--- config.mk ---
export PLATFORM = sky130hd
export DESIGN_NAME = dmars_core
export DESIGN_NICKNAME = d
export VERILOG_FILES = /design/src/dmars_pkg.sv /design/src/dmars_sampler.sv /design/src/dmars_core.sv
export VERILOG_INCLUDE_DIRS = /design/src
export SDC_FILE = /design/constraint.sdc
export NUM_CORES = 1
export LEC_CHECK = 0
export ABC_AREA = 0
export BUFFER_PORTS_ARGS = -buffer_cell sky130_fd_sc_hd__buf_2
export CORE_AREA = 2 2 173 217
export CTS_BUF_LIST = sky130_fd_sc_hd__clkbuf_16
export DETAILED_ROUTE_END_ITERATION = 7
export DIE_AREA = 0 0 175 219
export GPL_ROUTABILITY_DRIVEN = 0
export SLEW_MARGIN = 30
export SYNTH_ARGS = -nofsm -noshare
export SYNTH_HDL_FRONTEND = slang
export SYNTH_SLANG_ARGS = --single-unit
--- constraint.sdc ---
create_clock -name core_clk -period 4.3 [get_ports core_clk]
set_input_delay 0.86 -clock core_clk [delete_from_list [all_inputs] [get_ports core_clk]]
set_output_delay 0.86 -clock core_clk [all_outputs]
set_load 0.005 [all_outputs]
--- src/dmars_regs.svh ---
`ifndef DMARS_REGS_SVH
`define DMARS_REGS_SVH

`define DMARS_OPCTL_OFS    8'h00
`define DMARS_CH2CTL_OFS   8'h04
`define DMARS_CH2SRC_OFS   8'h08
`define DMARS_CH2DST_OFS   8'h0C
`define DMARS_CH2CNT_OFS   8'h10
`define DMARS_STATUS_OFS   8'h14

`define DMARS_OP_ME_BIT    0
`define DMARS_OP_NONMASKABLE_IRQ_FLAG_BIT  1
`define DMARS_OP_AE_BIT    2

`define DMARS_CC_EN_BIT    0
`define DMARS_CC_IE_BIT    1
`define DMARS_CC_TE_BIT    2
`define DMARS_CC_BURST_BIT 3
`define DMARS_CC_EDGE_BIT  4
`define DMARS_CC_RLD_BIT   5
`define DMARS_CC_SZ_LSB    6
`define DMARS_CC_DINC_BIT  8
`define DMARS_CC_SINC_BIT  9
`define DMARS_CC_ACKW_BIT  10

`define DMARS_SECOND_SAMPLE 2'h2
`define DMARS_MAX_PENDING   2'h2
`define DMARS_RELOAD_LAST   2'h3
`define DMARS_SIZE_16BYTE   2'h3

`endif

--- src/dmars_pkg.sv ---
package dmars_pkg;

  typedef logic [23:0] dmars_count_t;

  typedef enum logic [2:0] {
    DMARS_IDLE  = 3'b000,
    DMARS_WAIT  = 3'b001,
    DMARS_READ  = 3'b010,
    DMARS_WRITE = 3'b011,
    DMARS_GAP   = 3'b100
  } dmars_state_t;

  typedef struct packed {
    logic prev_level;
    logic edge_held;
  } dmars_smp_t;

  typedef struct packed {
    dmars_state_t state;
    logic [1:0]   wait_cnt;
    logic [3:0]   acc_cnt;
    logic [1:0]   pending;
    logic         hunt;
    logic         burst_run;
    logic         master_enable;
    logic         nmi_flag;
    logic         ae_flag;
    logic         nmi_prev;
    logic         ch_en;
    logic         ie;
    logic         te;
    logic         burst;
    logic         edge_mode;
    logic         reload;
    logic [1:0]   usize;
    logic         dst_inc;
    logic         src_inc;
    logic         ack_on_write;
    logic [31:0]  src_start;
    logic [31:0]  src;
    logic [31:0]  dst;
    dmars_count_t count;
    logic [1:0]   rld_cnt;
    logic [31:0]  data;
    logic [31:0]  rdata;
  } dmars_st_t;

endpackage

--- src/dmars_sampler.sv ---
`timescale 1ns/1ns
// request pin sampler; a falling edge is held until used or discarded
module dmars_sampler
  import dmars_pkg::*;
(
  input  wire logic core_clk,
  input  wire logic reset_n,
  input  wire logic xfer_request_n,
  input  wire logic edge_mode,
  input  wire logic consume,
  input  wire logic discard,
  output logic      req_seen
);

  dmars_smp_t st_reg;
  dmars_smp_t st_next;
  logic       fall_now;

  assign fall_now = st_reg.prev_level & ~xfer_request_n;
  // edge or low level, selected by mode
  assign req_seen = edge_mode ? (st_reg.edge_held | fall_now)
                              : ~xfer_request_n;

  always_comb begin
    st_next = st_reg;
    st_next.prev_level = xfer_request_n;
    if (consume || discard) begin
      st_next.edge_held = 1'b0;
    end else if (fall_now && edge_mode) begin
      st_next.edge_held = 1'b1;
    end
  end

  always_ff @(posedge core_clk or negedge reset_n) begin
    if (!reset_n) begin
      st_reg <= '{prev_level: 1'b1, edge_held: 1'b0};
    end else begin
      st_reg <= st_next;
    end
  end

endmodule

--- src/dmars_core.sv ---
// The placing of the registers and the plain strobed port are this design's own decisions.
`timescale 1ns/1ns
`include "dmars_regs.svh"
// What this block does
// - request pin detected by falling edge or low level, as programmed.
// - cycle-steal sampling timing identical for level and edge detection.
// - first bus cycle starts three cycles after the first sample.
// - second sample taken two cycles after the first.
// - missed second sample: sample every following cycle until seen.
// - cycle-steal third sample waits for idle cycle after first transfer.
// - acknowledge follows chip select of the access to the requester.
// - burst level: further samples in idle cycle after each transfer.
// - burst level: request high releases bus after accepted transfers.
// - burst edge: sample once, then run until count exhausted.
// - reload enabled: source address restored every four transfers.
// - reload only for 8, 16, 32 bit units, not 16 bytes.
// - count drops one per transfer; software programs multiples of four.
// - reload counter cleared by disables, end flag, errors, nmi, reset.
// - ending condition stops acceptance; accepted transfers still finish.
// - burst edge: stop sampled at cycle-steal timing, cover gap first.
// - stop only at transfer boundary; paired write always completes.
// - count zero at transfer end sets end flag, interrupt if enabled.
// - clearing channel enable ends gracefully, no end flag.
// - nmi sets flag, all channels stop gracefully, no end flag.
// - clearing master enable ends all gracefully, no end flag.
module dmars_core
  import dmars_pkg::*;
#(
  parameter logic [3:0] ACC_CYCLES = 4'h2
)(
  input  wire logic  core_clk,
  input  wire logic  reset_n,
  input  wire logic  [7:0]  reg_addr,
  input  wire logic  [31:0] reg_wdata,
  input  wire logic  reg_write,
  input  wire logic  reg_read,
  output logic       [31:0] reg_rdata,
  input  wire logic  xfer_request_n,
  output logic       xfer_acknowledge,
  output logic       chip_select_strobe_n,
  output logic       [31:0] bus_address,
  output logic       bus_read,
  output logic       bus_write,
  input  wire logic  [31:0] bus_rdata,
  output logic       [31:0] bus_wdata,
  output logic       bus_owned,
  input  wire logic  nmi_request,
  input  wire logic  address_error,
  output logic       transfer_end_irq
);

  dmars_st_t    st_reg;
  dmars_st_t    st_next;
  logic         ending;
  logic         size_ok;
  logic         in_flight;
  dmars_count_t need;
  logic         can_accept;
  logic         sample_en;
  logic         smp_seen;
  logic         req;
  logic         hit;
  logic         launch;
  logic         xfer_done;
  logic         te_set;
  logic         nmi_set;
  logic         acc_last;
  logic [31:0]  unit_bytes;

  // the held edge is consumed only when it becomes a transfer
  dmars_sampler u_sampler (
    .core_clk       (core_clk),
    .reset_n        (reset_n),
    .xfer_request_n (xfer_request_n),
    .edge_mode      (st_reg.edge_mode),
    .consume        (hit),
    .discard        (ending),
    .req_seen       (smp_seen)
  );

  // any of these stops acceptance on the channel
  assign ending = ~st_reg.master_enable | st_reg.nmi_flag | st_reg.ae_flag
                | ~st_reg.ch_en | st_reg.te;
  // 16-byte unit refused while reload is on
  assign size_ok = ~(st_reg.reload
                   && st_reg.usize == `DMARS_SIZE_16BYTE);
  assign in_flight = (st_reg.state == DMARS_READ)
                   | (st_reg.state == DMARS_WRITE);
  assign need = dmars_count_t'(st_reg.pending)
              + dmars_count_t'(in_flight);
  // never accept more transfers than the count still covers
  assign can_accept = ~ending & size_ok
                    & (st_reg.pending < `DMARS_MAX_PENDING)
                    & (st_reg.count > need);

  // sample points do not depend on edge or level mode
  assign sample_en = (st_reg.state == DMARS_IDLE)
    | (st_reg.state == DMARS_WAIT
       && st_reg.wait_cnt == `DMARS_SECOND_SAMPLE)
    | (st_reg.state == DMARS_GAP)
    | (st_reg.hunt && st_reg.state != DMARS_GAP);
  // a running edge burst counts as a standing request
  assign req = st_reg.burst_run | smp_seen;
  assign hit = sample_en & req & can_accept;

  assign acc_last = (st_reg.acc_cnt == ACC_CYCLES);
  assign xfer_done = (st_reg.state == DMARS_WRITE) & acc_last;
  assign te_set = xfer_done
                & (st_reg.count == dmars_count_t'(1));
  assign nmi_set = nmi_request & ~st_reg.nmi_prev;
  assign launch = ((st_reg.state == DMARS_WAIT)
                   && st_reg.wait_cnt == `DMARS_SECOND_SAMPLE)
                | ((st_reg.state == DMARS_GAP)
                   && st_reg.pending != 2'h0);

  always_comb begin
    unit_bytes = 32'h00000001;
    case (st_reg.usize)
      2'h0: unit_bytes = 32'h00000001;
      2'h1: unit_bytes = 32'h00000002;
      2'h2: unit_bytes = 32'h00000004;
      default: unit_bytes = 32'h00000010;
    endcase
  end

  always_comb begin
    st_next = st_reg;
    st_next.rdata = 32'h00000000;
    st_next.nmi_prev = nmi_request;
    st_next.pending = st_reg.pending + {1'b0, hit}
                    - {1'b0, launch};

    // hunting starts on a missed pipeline sample, ends on a hit
    if (hit || !can_accept) begin
      st_next.hunt = 1'b0;
    end else if (sample_en && !req
                 && st_reg.state != DMARS_IDLE) begin
      st_next.hunt = 1'b1;
    end

    if (hit && st_reg.burst && st_reg.edge_mode) begin
      st_next.burst_run = 1'b1;
    end
    if (ending || te_set) begin
      st_next.burst_run = 1'b0;
    end

    case (st_reg.state)
      DMARS_IDLE: begin
        if (hit) begin
          st_next.state = DMARS_WAIT;
          st_next.wait_cnt = 2'h1;
        end
      end
      DMARS_WAIT: begin
        st_next.wait_cnt = st_reg.wait_cnt + 2'h1;
        if (st_reg.wait_cnt == `DMARS_SECOND_SAMPLE) begin
          st_next.state = DMARS_READ;
          st_next.acc_cnt = 4'h1;
        end
      end
      DMARS_READ: begin
        st_next.acc_cnt = st_reg.acc_cnt + 4'h1;
        if (acc_last) begin
          // the write always follows, even after an ending condition
          st_next.data = bus_rdata;
          st_next.state = DMARS_WRITE;
          st_next.acc_cnt = 4'h1;
        end
      end
      DMARS_WRITE: begin
        st_next.acc_cnt = st_reg.acc_cnt + 4'h1;
        if (acc_last) begin
          st_next.state = DMARS_GAP;
          st_next.count = st_reg.count - dmars_count_t'(1);
          if (st_reg.dst_inc) begin
            st_next.dst = st_reg.dst + unit_bytes;
          end
          if (st_reg.reload && st_reg.rld_cnt == `DMARS_RELOAD_LAST) begin
            st_next.src = st_reg.src_start;
          end else if (st_reg.src_inc) begin
            st_next.src = st_reg.src + unit_bytes;
          end
          if (st_reg.reload) begin
            st_next.rld_cnt = st_reg.rld_cnt + 2'h1;
          end
        end
      end
      DMARS_GAP: begin
        // idle cycle; already accepted work resumes, else restart
        if (st_reg.pending != 2'h0) begin
          st_next.state = DMARS_READ;
          st_next.acc_cnt = 4'h1;
        end else if (hit) begin
          st_next.state = DMARS_WAIT;
          st_next.wait_cnt = 2'h1;
        end else begin
          st_next.state = DMARS_IDLE;
        end
      end
      default: begin
        st_next.state = DMARS_IDLE;
      end
    endcase

    // flag set beats a software clear in the same cycle
    if (te_set) begin
      st_next.te = 1'b1;
    end
    if (nmi_set) begin
      st_next.nmi_flag = 1'b1;
    end
    if (address_error) begin
      st_next.ae_flag = 1'b1;
    end

    if (reg_write) begin
      if (reg_addr == `DMARS_OPCTL_OFS) begin
        st_next.master_enable = reg_wdata[`DMARS_OP_ME_BIT];
        st_next.nmi_flag = (st_reg.nmi_flag
                            & reg_wdata[`DMARS_OP_NONMASKABLE_IRQ_FLAG_BIT]) | nmi_set;
        st_next.ae_flag = (st_reg.ae_flag
                           & reg_wdata[`DMARS_OP_AE_BIT]) | address_error;
      end else if (reg_addr == `DMARS_CH2CTL_OFS) begin
        st_next.ch_en = reg_wdata[`DMARS_CC_EN_BIT];
        st_next.ie = reg_wdata[`DMARS_CC_IE_BIT];
        st_next.te = (st_reg.te & reg_wdata[`DMARS_CC_TE_BIT]) | te_set;
        st_next.burst = reg_wdata[`DMARS_CC_BURST_BIT];
        st_next.edge_mode = reg_wdata[`DMARS_CC_EDGE_BIT];
        st_next.reload = reg_wdata[`DMARS_CC_RLD_BIT];
        st_next.usize = reg_wdata[`DMARS_CC_SZ_LSB +: 2];
        st_next.dst_inc = reg_wdata[`DMARS_CC_DINC_BIT];
        st_next.src_inc = reg_wdata[`DMARS_CC_SINC_BIT];
        st_next.ack_on_write = reg_wdata[`DMARS_CC_ACKW_BIT];
      end else if (reg_addr == `DMARS_CH2SRC_OFS) begin
        st_next.src = reg_wdata;
        st_next.src_start = reg_wdata;
      end else if (reg_addr == `DMARS_CH2DST_OFS) begin
        st_next.dst = reg_wdata;
      end else if (reg_addr == `DMARS_CH2CNT_OFS) begin
        // software write of the count wins over a decrement
        st_next.count = reg_wdata[23:0];
      end
    end

    // addresses and count are left as they stand
    if (!st_next.master_enable || !st_next.ch_en || st_next.ae_flag
        || st_next.nmi_flag || te_set) begin
      st_next.rld_cnt = 2'h0;
    end

    if (reg_read) begin
      if (reg_addr == `DMARS_OPCTL_OFS) begin
        st_next.rdata = {29'h0, st_reg.ae_flag, st_reg.nmi_flag,
                         st_reg.master_enable};
      end else if (reg_addr == `DMARS_CH2CTL_OFS) begin
        st_next.rdata = {21'h0, st_reg.ack_on_write, st_reg.src_inc,
                         st_reg.dst_inc, st_reg.usize, st_reg.reload,
                         st_reg.edge_mode, st_reg.burst, st_reg.te,
                         st_reg.ie, st_reg.ch_en};
      end else if (reg_addr == `DMARS_CH2SRC_OFS) begin
        st_next.rdata = st_reg.src;
      end else if (reg_addr == `DMARS_CH2DST_OFS) begin
        st_next.rdata = st_reg.dst;
      end else if (reg_addr == `DMARS_CH2CNT_OFS) begin
        st_next.rdata = {8'h0, st_reg.count};
      end else if (reg_addr == `DMARS_STATUS_OFS) begin
        st_next.rdata = {22'h0, st_reg.burst_run, st_reg.hunt,
                         st_reg.rld_cnt, st_reg.pending, 1'b0,
                         st_reg.state};
      end else begin
        st_next.rdata = 32'h00000000;
      end
    end
  end

  always_ff @(posedge core_clk or negedge reset_n) begin
    if (!reset_n) begin
      st_reg <= '0;
    end else begin
      st_reg <= st_next;
    end
  end

  assign reg_rdata = st_reg.rdata;
  assign bus_read = (st_reg.state == DMARS_READ);
  assign bus_write = (st_reg.state == DMARS_WRITE);
  assign chip_select_strobe_n = ~in_flight;
  // requester sits on the read side unless told otherwise
  assign xfer_acknowledge = st_reg.ack_on_write ? bus_write
                                                : bus_read;
  assign bus_address = bus_write ? st_reg.dst : st_reg.src;
  assign bus_wdata = st_reg.data;
  // cycle steal hands the bus back in every idle cycle
  assign bus_owned = in_flight
                   | (st_reg.burst && st_reg.state == DMARS_GAP
                      && st_reg.pending != 2'h0);
  assign transfer_end_irq = st_reg.te & st_reg.ie;

endmodule

# --- Word level (Yosys, flattened, before mapping) ---
# Index checks and enable logic that the tools add are counted.
word_totals:
  in_bits: 79
  register_bits: 216
op_classes:
  n_reduce_logical: 43
  n_bitwise: 37
  order_cmp: 2
  eq_ne: 24
  n_addsub: 9
  muxes: 52
ops:
  columns: ["op", "n"]
  rows:
  - ["2-to-1 mux 32 bit", 10]
  - ["2-to-1 mux 131 bit", 2]
  - ["2-to-1 mux 90 bit", 2]
  - ["2-to-1 mux 120 bit", 1]
  - ["2-to-1 mux 24 bit", 3]
  - ["adder 32 bit", 2]
  - ["2-to-1 mux 64 bit", 1]
  - ["2-to-1 mux 56 bit", 1]
  - ["== test 24 x 1 -> 1 bit (second input constant)", 1]
  - ["> comparator 24 x 3 -> 1 bit", 1]
  - ["subtractor 24 x 1 -> 24 bit (second input constant)", 1]
  - ["== test 8 x 4 -> 1 bit (second input constant)", 2]
  - ["== test 8 x 5 -> 1 bit (second input constant)", 2]
  - ["case mux 4 bit (4 select lines)", 1]
  - ["2-to-1 mux 3 bit", 5]
  - ["OR 1 bit", 15]
  - ["case mux 3 bit (5 select lines)", 1]
  - ["case mux 5 bit (3 select lines)", 1]
  - ["nonzero test 2 bit", 7]
  - ["AND 1 bit", 13]
  - ["logical AND 1 bit", 12]
  - ["2-to-1 mux 1 bit", 12]
  - ["2-to-1 mux 4 bit", 3]
  - ["AND reduction 4 bit", 3]
  - ["31 further kinds", 65]

# --- Longest topological paths before layout ---
logic_depth:
  word_depth: 20
  ltp_mapped: 16
  depth_no_buf: 15

# --- By module ---
# Synthesis repeated with hierarchy kept, for this count alone.
hier_totals:
  hier_cells: 1411
  area_unflattened_um2: 12374.4
by_module_without_submodules:
  columns: ["mod", "n_inst", "seq_area_each_um2", "area_each_um2", "cells_per_inst"]
  rows:
  - ["dmars_core", 1, 5355.1, 12284.3, 1403]
  - ["dmars_sampler", 1, 51.3, 90.1, 8]

# --- Worst setup path after synthesis ---
# No wires, ideal clock.
synth_timing:
  path_kind: "flip-flop to flip-flop"
  start: "register st_reg[212] (netlist bit)"
  end: "register st_reg[204] (netlist bit)"
  path_stages_with_launch: 17
  t_required_ps: 4176
  slack_ps: 1351
  setup_time_ps: 124
  n_path_buf: 1
  arrival_ps: 2825
  cell_sequence: "dfrtp_1 > buf_2 > inv_1 > nor2_1 > ha_1 > ha_1 > inv_1 > ha_1 > nor2b_1 > o21a_1 > o21ai_0 > a211o_2 > ha_1 > inv_1 > ha_1 > xnor2_1 > xnor2_1"
synth_rtl:
  columns: ["item", "line", "rtl"]
  rows:
  - ["start, declared", "dmars_core.sv:52", "dmars_st_t st_reg;"]
  - ["start signal, assigned", "dmars_core.sv:281", "st_reg <= st_next;"]

# --- Worst setup path in the final report ---
layout_timing:
  start: "register st_reg[213] (netlist bit)"
  end: "output port bus_address[14]"
layout_via:
  elab_chain_len: 2
layout_rtl:
  columns: ["item", "line", "rtl"]
  rows:
  - ["== test 3 x 2 -> 1 bit", "dmars_core.sv:287", "assign bus_write = (st_reg.state == DMARS_WRITE);"]
  - ["2-to-1 mux 32 bit", "dmars_core.sv:292", "assign bus_address = bus_write ? st_reg.dst : st_reg.src;"]
  - ["end, declared", "dmars_core.sv:41", "output logic [31:0] bus_address,"]
# No other way between the ends.

==> results.py <==
metrics = {
    "clock_tree": {
        "ctsHoldBuffers": 0,
        "cts_max_level": 1,
        "cts_inserted_buffers": 25,
        "clk_pin_slew_ns": 0.07,
        "clk_latency_ns": 0.56,
        "number_of_post_cts_setup_repair_buffers": 0,
        "cts_resized": 0,
        "maximum_buffer_depth_of_the_clock_tree": 3,
        "clock_sinks": 216,
        "clock_tree.root_cell": "clkbuf_16",
        "tritoncts_clock_tree": "done",
    },
    "detailed_routing": {
        "wirelength_um": 40000,
        "first_iter_violations": 690,
        "vias_per_std_cell": 5.54,
        "remaining_design_rule_violation_count": 0,
        "dr.max_layer_used": "met4",
        "detailroute.wirelength.met3_um": 2850,
        "first_drt_pass_iteration_count": 6,
        "drtAntennaViolNets": 0,
        "via_count": 11200,
        "amount_of_wire_on_met2_after_detailed_routing_um": 19400,
        "met1Wirelength_um": 16200,
        "wl_per_cell_um": 19.9,
    },
    "power": {
        "report.power.total_uw": 4890,
        "powerDensity_nw_per_um2": 342,
        "vdd_ir_drop_max_v": 0.000251,
        "p_leak_uw": 0.00642,
    },
    "logic_synthesis": {
        "yosys_register_bits": 216,
        "syn_area_um2": 12500,
        "synth.yosys.seq_area_share_pct": 43.1,
        "post_synth_inst_count": 1433,
        "yosys-top-cells-area": "dfrtp_1 43%, nand2_1 7.9%, mux2_2 3.9%",
        "postSynth.asyncResetShare_pct": 100,
        "synth.cells.most_frequent": "264 x nand2_1, 215 x dfrtp_1, 110 x nor2_1",
        "ys_types": 74,
        "synth_most_common_cell": "nand2_1",
        "post_synth_edffs": 0,
        "synth.yosys.warnings": 0,
        "synth_top_cell_by_area": "dfrtp_1",
        "dominantRegCellSynth": "dfrtp_1",
        "syn-num-nets": 1535,
        "synth_largest_type_area_fraction_pct": 42.9,
        "syn_avg_cell_area_um2": 8.75,
    },
    "run": {
        "max_cap_viol_count": 0,
    },
    "die": {
        "fp-row-count": 78,
        "chipHeight_um": 219,
        "pin_count": 181,
        "die_area_um2": 38300,
        "die_w_um": 175,
        "core-area_um2": 36200,
        "floorplan.initialDensity_pct": 34.6,
    },
    "grt": {
        "maximum_number_of_pins_on_one_net_before_global_route_repair": 95,
        "global_route.overflow_total": 0,
        "grt_antenna_before_repair": 0,
        "number_of_global_route_vias_before_repair": 10900,
        "grt_first_pass_wirelength_um": 62600,
        "global_route.usage.total_pct": 20.7,
    },
    "sta": {
        "hold-worst-slack_ns": 0.324,
        "finalSetupViolCount": 0,
        "slew_headroom_pct": 37.9,
        "fin_skew_ns": 0.0189,
        "final.period_utilization_pct": 79.7,
        "maxSlewViolCount": 0,
        "finalCriticalPeriod_ns": 3.43,
        "rsz_0062_raised_after_global_routing": "false",
        "maxClockFrequency_mhz": 292,
        "final.setup.tns_ns": 0,
        "worst_tran_pin_value_ns": 0.932,
        "timing.final.hold_violations": 0,
    },
    "worst_setup_path": {
        "cp_cell_sequence": "nand3b_2, inv_1, buf_4, nand2_1, nand2_1, buf_2",
        "worstPathRequired_ns": 3.44,
        "kind_of_end_point_of_the_critical_path": "output pin",
        "critical_path.slowest_cell": "dfrtp_1",
        "start_kind": "flop",
        "critical-path-top-cell-by-count": "nand2_1",
        "reg2reg_from": "st_reg[213]$_DFFE_PN0P_",
        "slowest_stage_delay_cp_ns": 0.53,
        "crit_type": "reg -> out",
        "crit_path_from": "st_reg[213]$_DFFE_PN0P_",
        "arrival_ns": 2.57,
        "critical_path_peak_fanout": 17,
    },
    "worst_hold_path": {
        "timing.hold.worst.class": "in -> async",
    },
    "finish": {
        "flow.area_growth_from_synthesis_pct": 14.1,
        "post-route-util_pct": 39.5,
        "drive_above_1_share_pct": 20.3,
        "largest_reg_flops": 150,
        "finalNetCount": 1619,
        "antennaDiodeCount": 0,
    },
    "status": {
        "run_status": "finished, final reports clean",
    },
    "placement": {
        "dp_hpwl_um": 28900,
        "numPortBuffers": 180,
    },
}
## worst paths after layout
path	end	slack, ns	cells after the start
worst max-delay path	bus_address[14]	0.87	6
worst min-delay path	st_reg[126]$_DFF_PN0_	0.32	1
worst max register to register	st_reg[114]$_DFF_PN0_	1.12	6
worst min register to register	st_reg[199]$_DFF_PN0_	0.44	1
max in group asynchronous	bus_wdata[24]$_DFFE_PN0P_	3.01	2
min in group core_clk	u_sampler.st_reg[1]$_DFF_PN1_	0.43	1
## worst max-delay path: cells and delay by family (launching register included)
kind                   cells  cell delay [ns]
DFF                        1             0.53
buffers and inverters      3             0.97
and+or+nand+nor            3             0.50
## metrics by stage
stage                     setup slack (ns)  area [um2]  instances
after floorplan                       1.35       12500       1433
after global placement                1.02       13500       1970
after detailed placement             0.946       13500       1970
after CTS                            0.868       14300       2015
after global routing                 0.776       14300       2015
final                                0.874       14300       2015
## area by class of cell
| type | count | area (um2) |
|---|---|---|
| Clock inverter | 20 | 189 |
| Timing Repair Buffer | 207 | 1140 |
| Inverter | 31 | 116 |
| Sequential cell | 216 | 5410 |
| Clock buffer | 25 | 626 |
| Multi-Input combinational cell | 1036 | 6230 |
| Fill cell | 3652 | 21900 |
| Tap cell | 480 | 601 |
## cells by family after synthesis
logic type / Yosys count / share of synthesized area (%)
mux: 75 / 6.41
fa+ha+maj: 23 / 2.41
xor+xnor: 34 / 2.37
buf+inv: 181 / 7.48
simple gates: 603 / 23.1
compound gates: 301 / 15.1
flops: 216 / 43.1
## layout by cell type, fill, tap and decap left out, types with 8 or more instances in the layout
master,count
a211oi_1,13
a21oi_1,58
a22oi_1,12
a31oi_1,33
and2_1,14
and3_1,12
buf_2,179
buf_4,25
clkbuf_16,25
clkinv_2,8
dfrtp_1,215
ha_1,21
inv_1,34
mux2_2,43
mux2i_1,32
nand2_1,263
nand3_1,28
nand4_1,19
nor2_1,110
nor2b_1,13
nor3_1,30
nor4_1,24
o211ai_1,11
o21ai_0,92
o22ai_1,9
o31ai_1,9
or3_1,28
or4_1,17
xnor2_1,21
xor2_1,13
## power breakdown
| part | total (uW) | internal (uW) | leakage, uW | switching [uW] |
|---|---|---|---|---|
| Sequential | 2220 | 2120 | 0.00262 | 107 |
| Clock | 2170 | 1250 | 0.000417 | 925 |
| Combinational | 494 | 196 | 0.00338 | 298 |
| Total | 4890 | 3560 | 0.00642 | 1330 |
## per-layer routing
metal | vias to the layer above | track usage [%]
li1 | 5190 | -
met1 | 5402 | 26.0
met2 | 485 | 35.3
met3 | 93 | 2.96
met4 | 0 | 9.33
met5 | - | 0
Power figures use the tool's default switching activity.
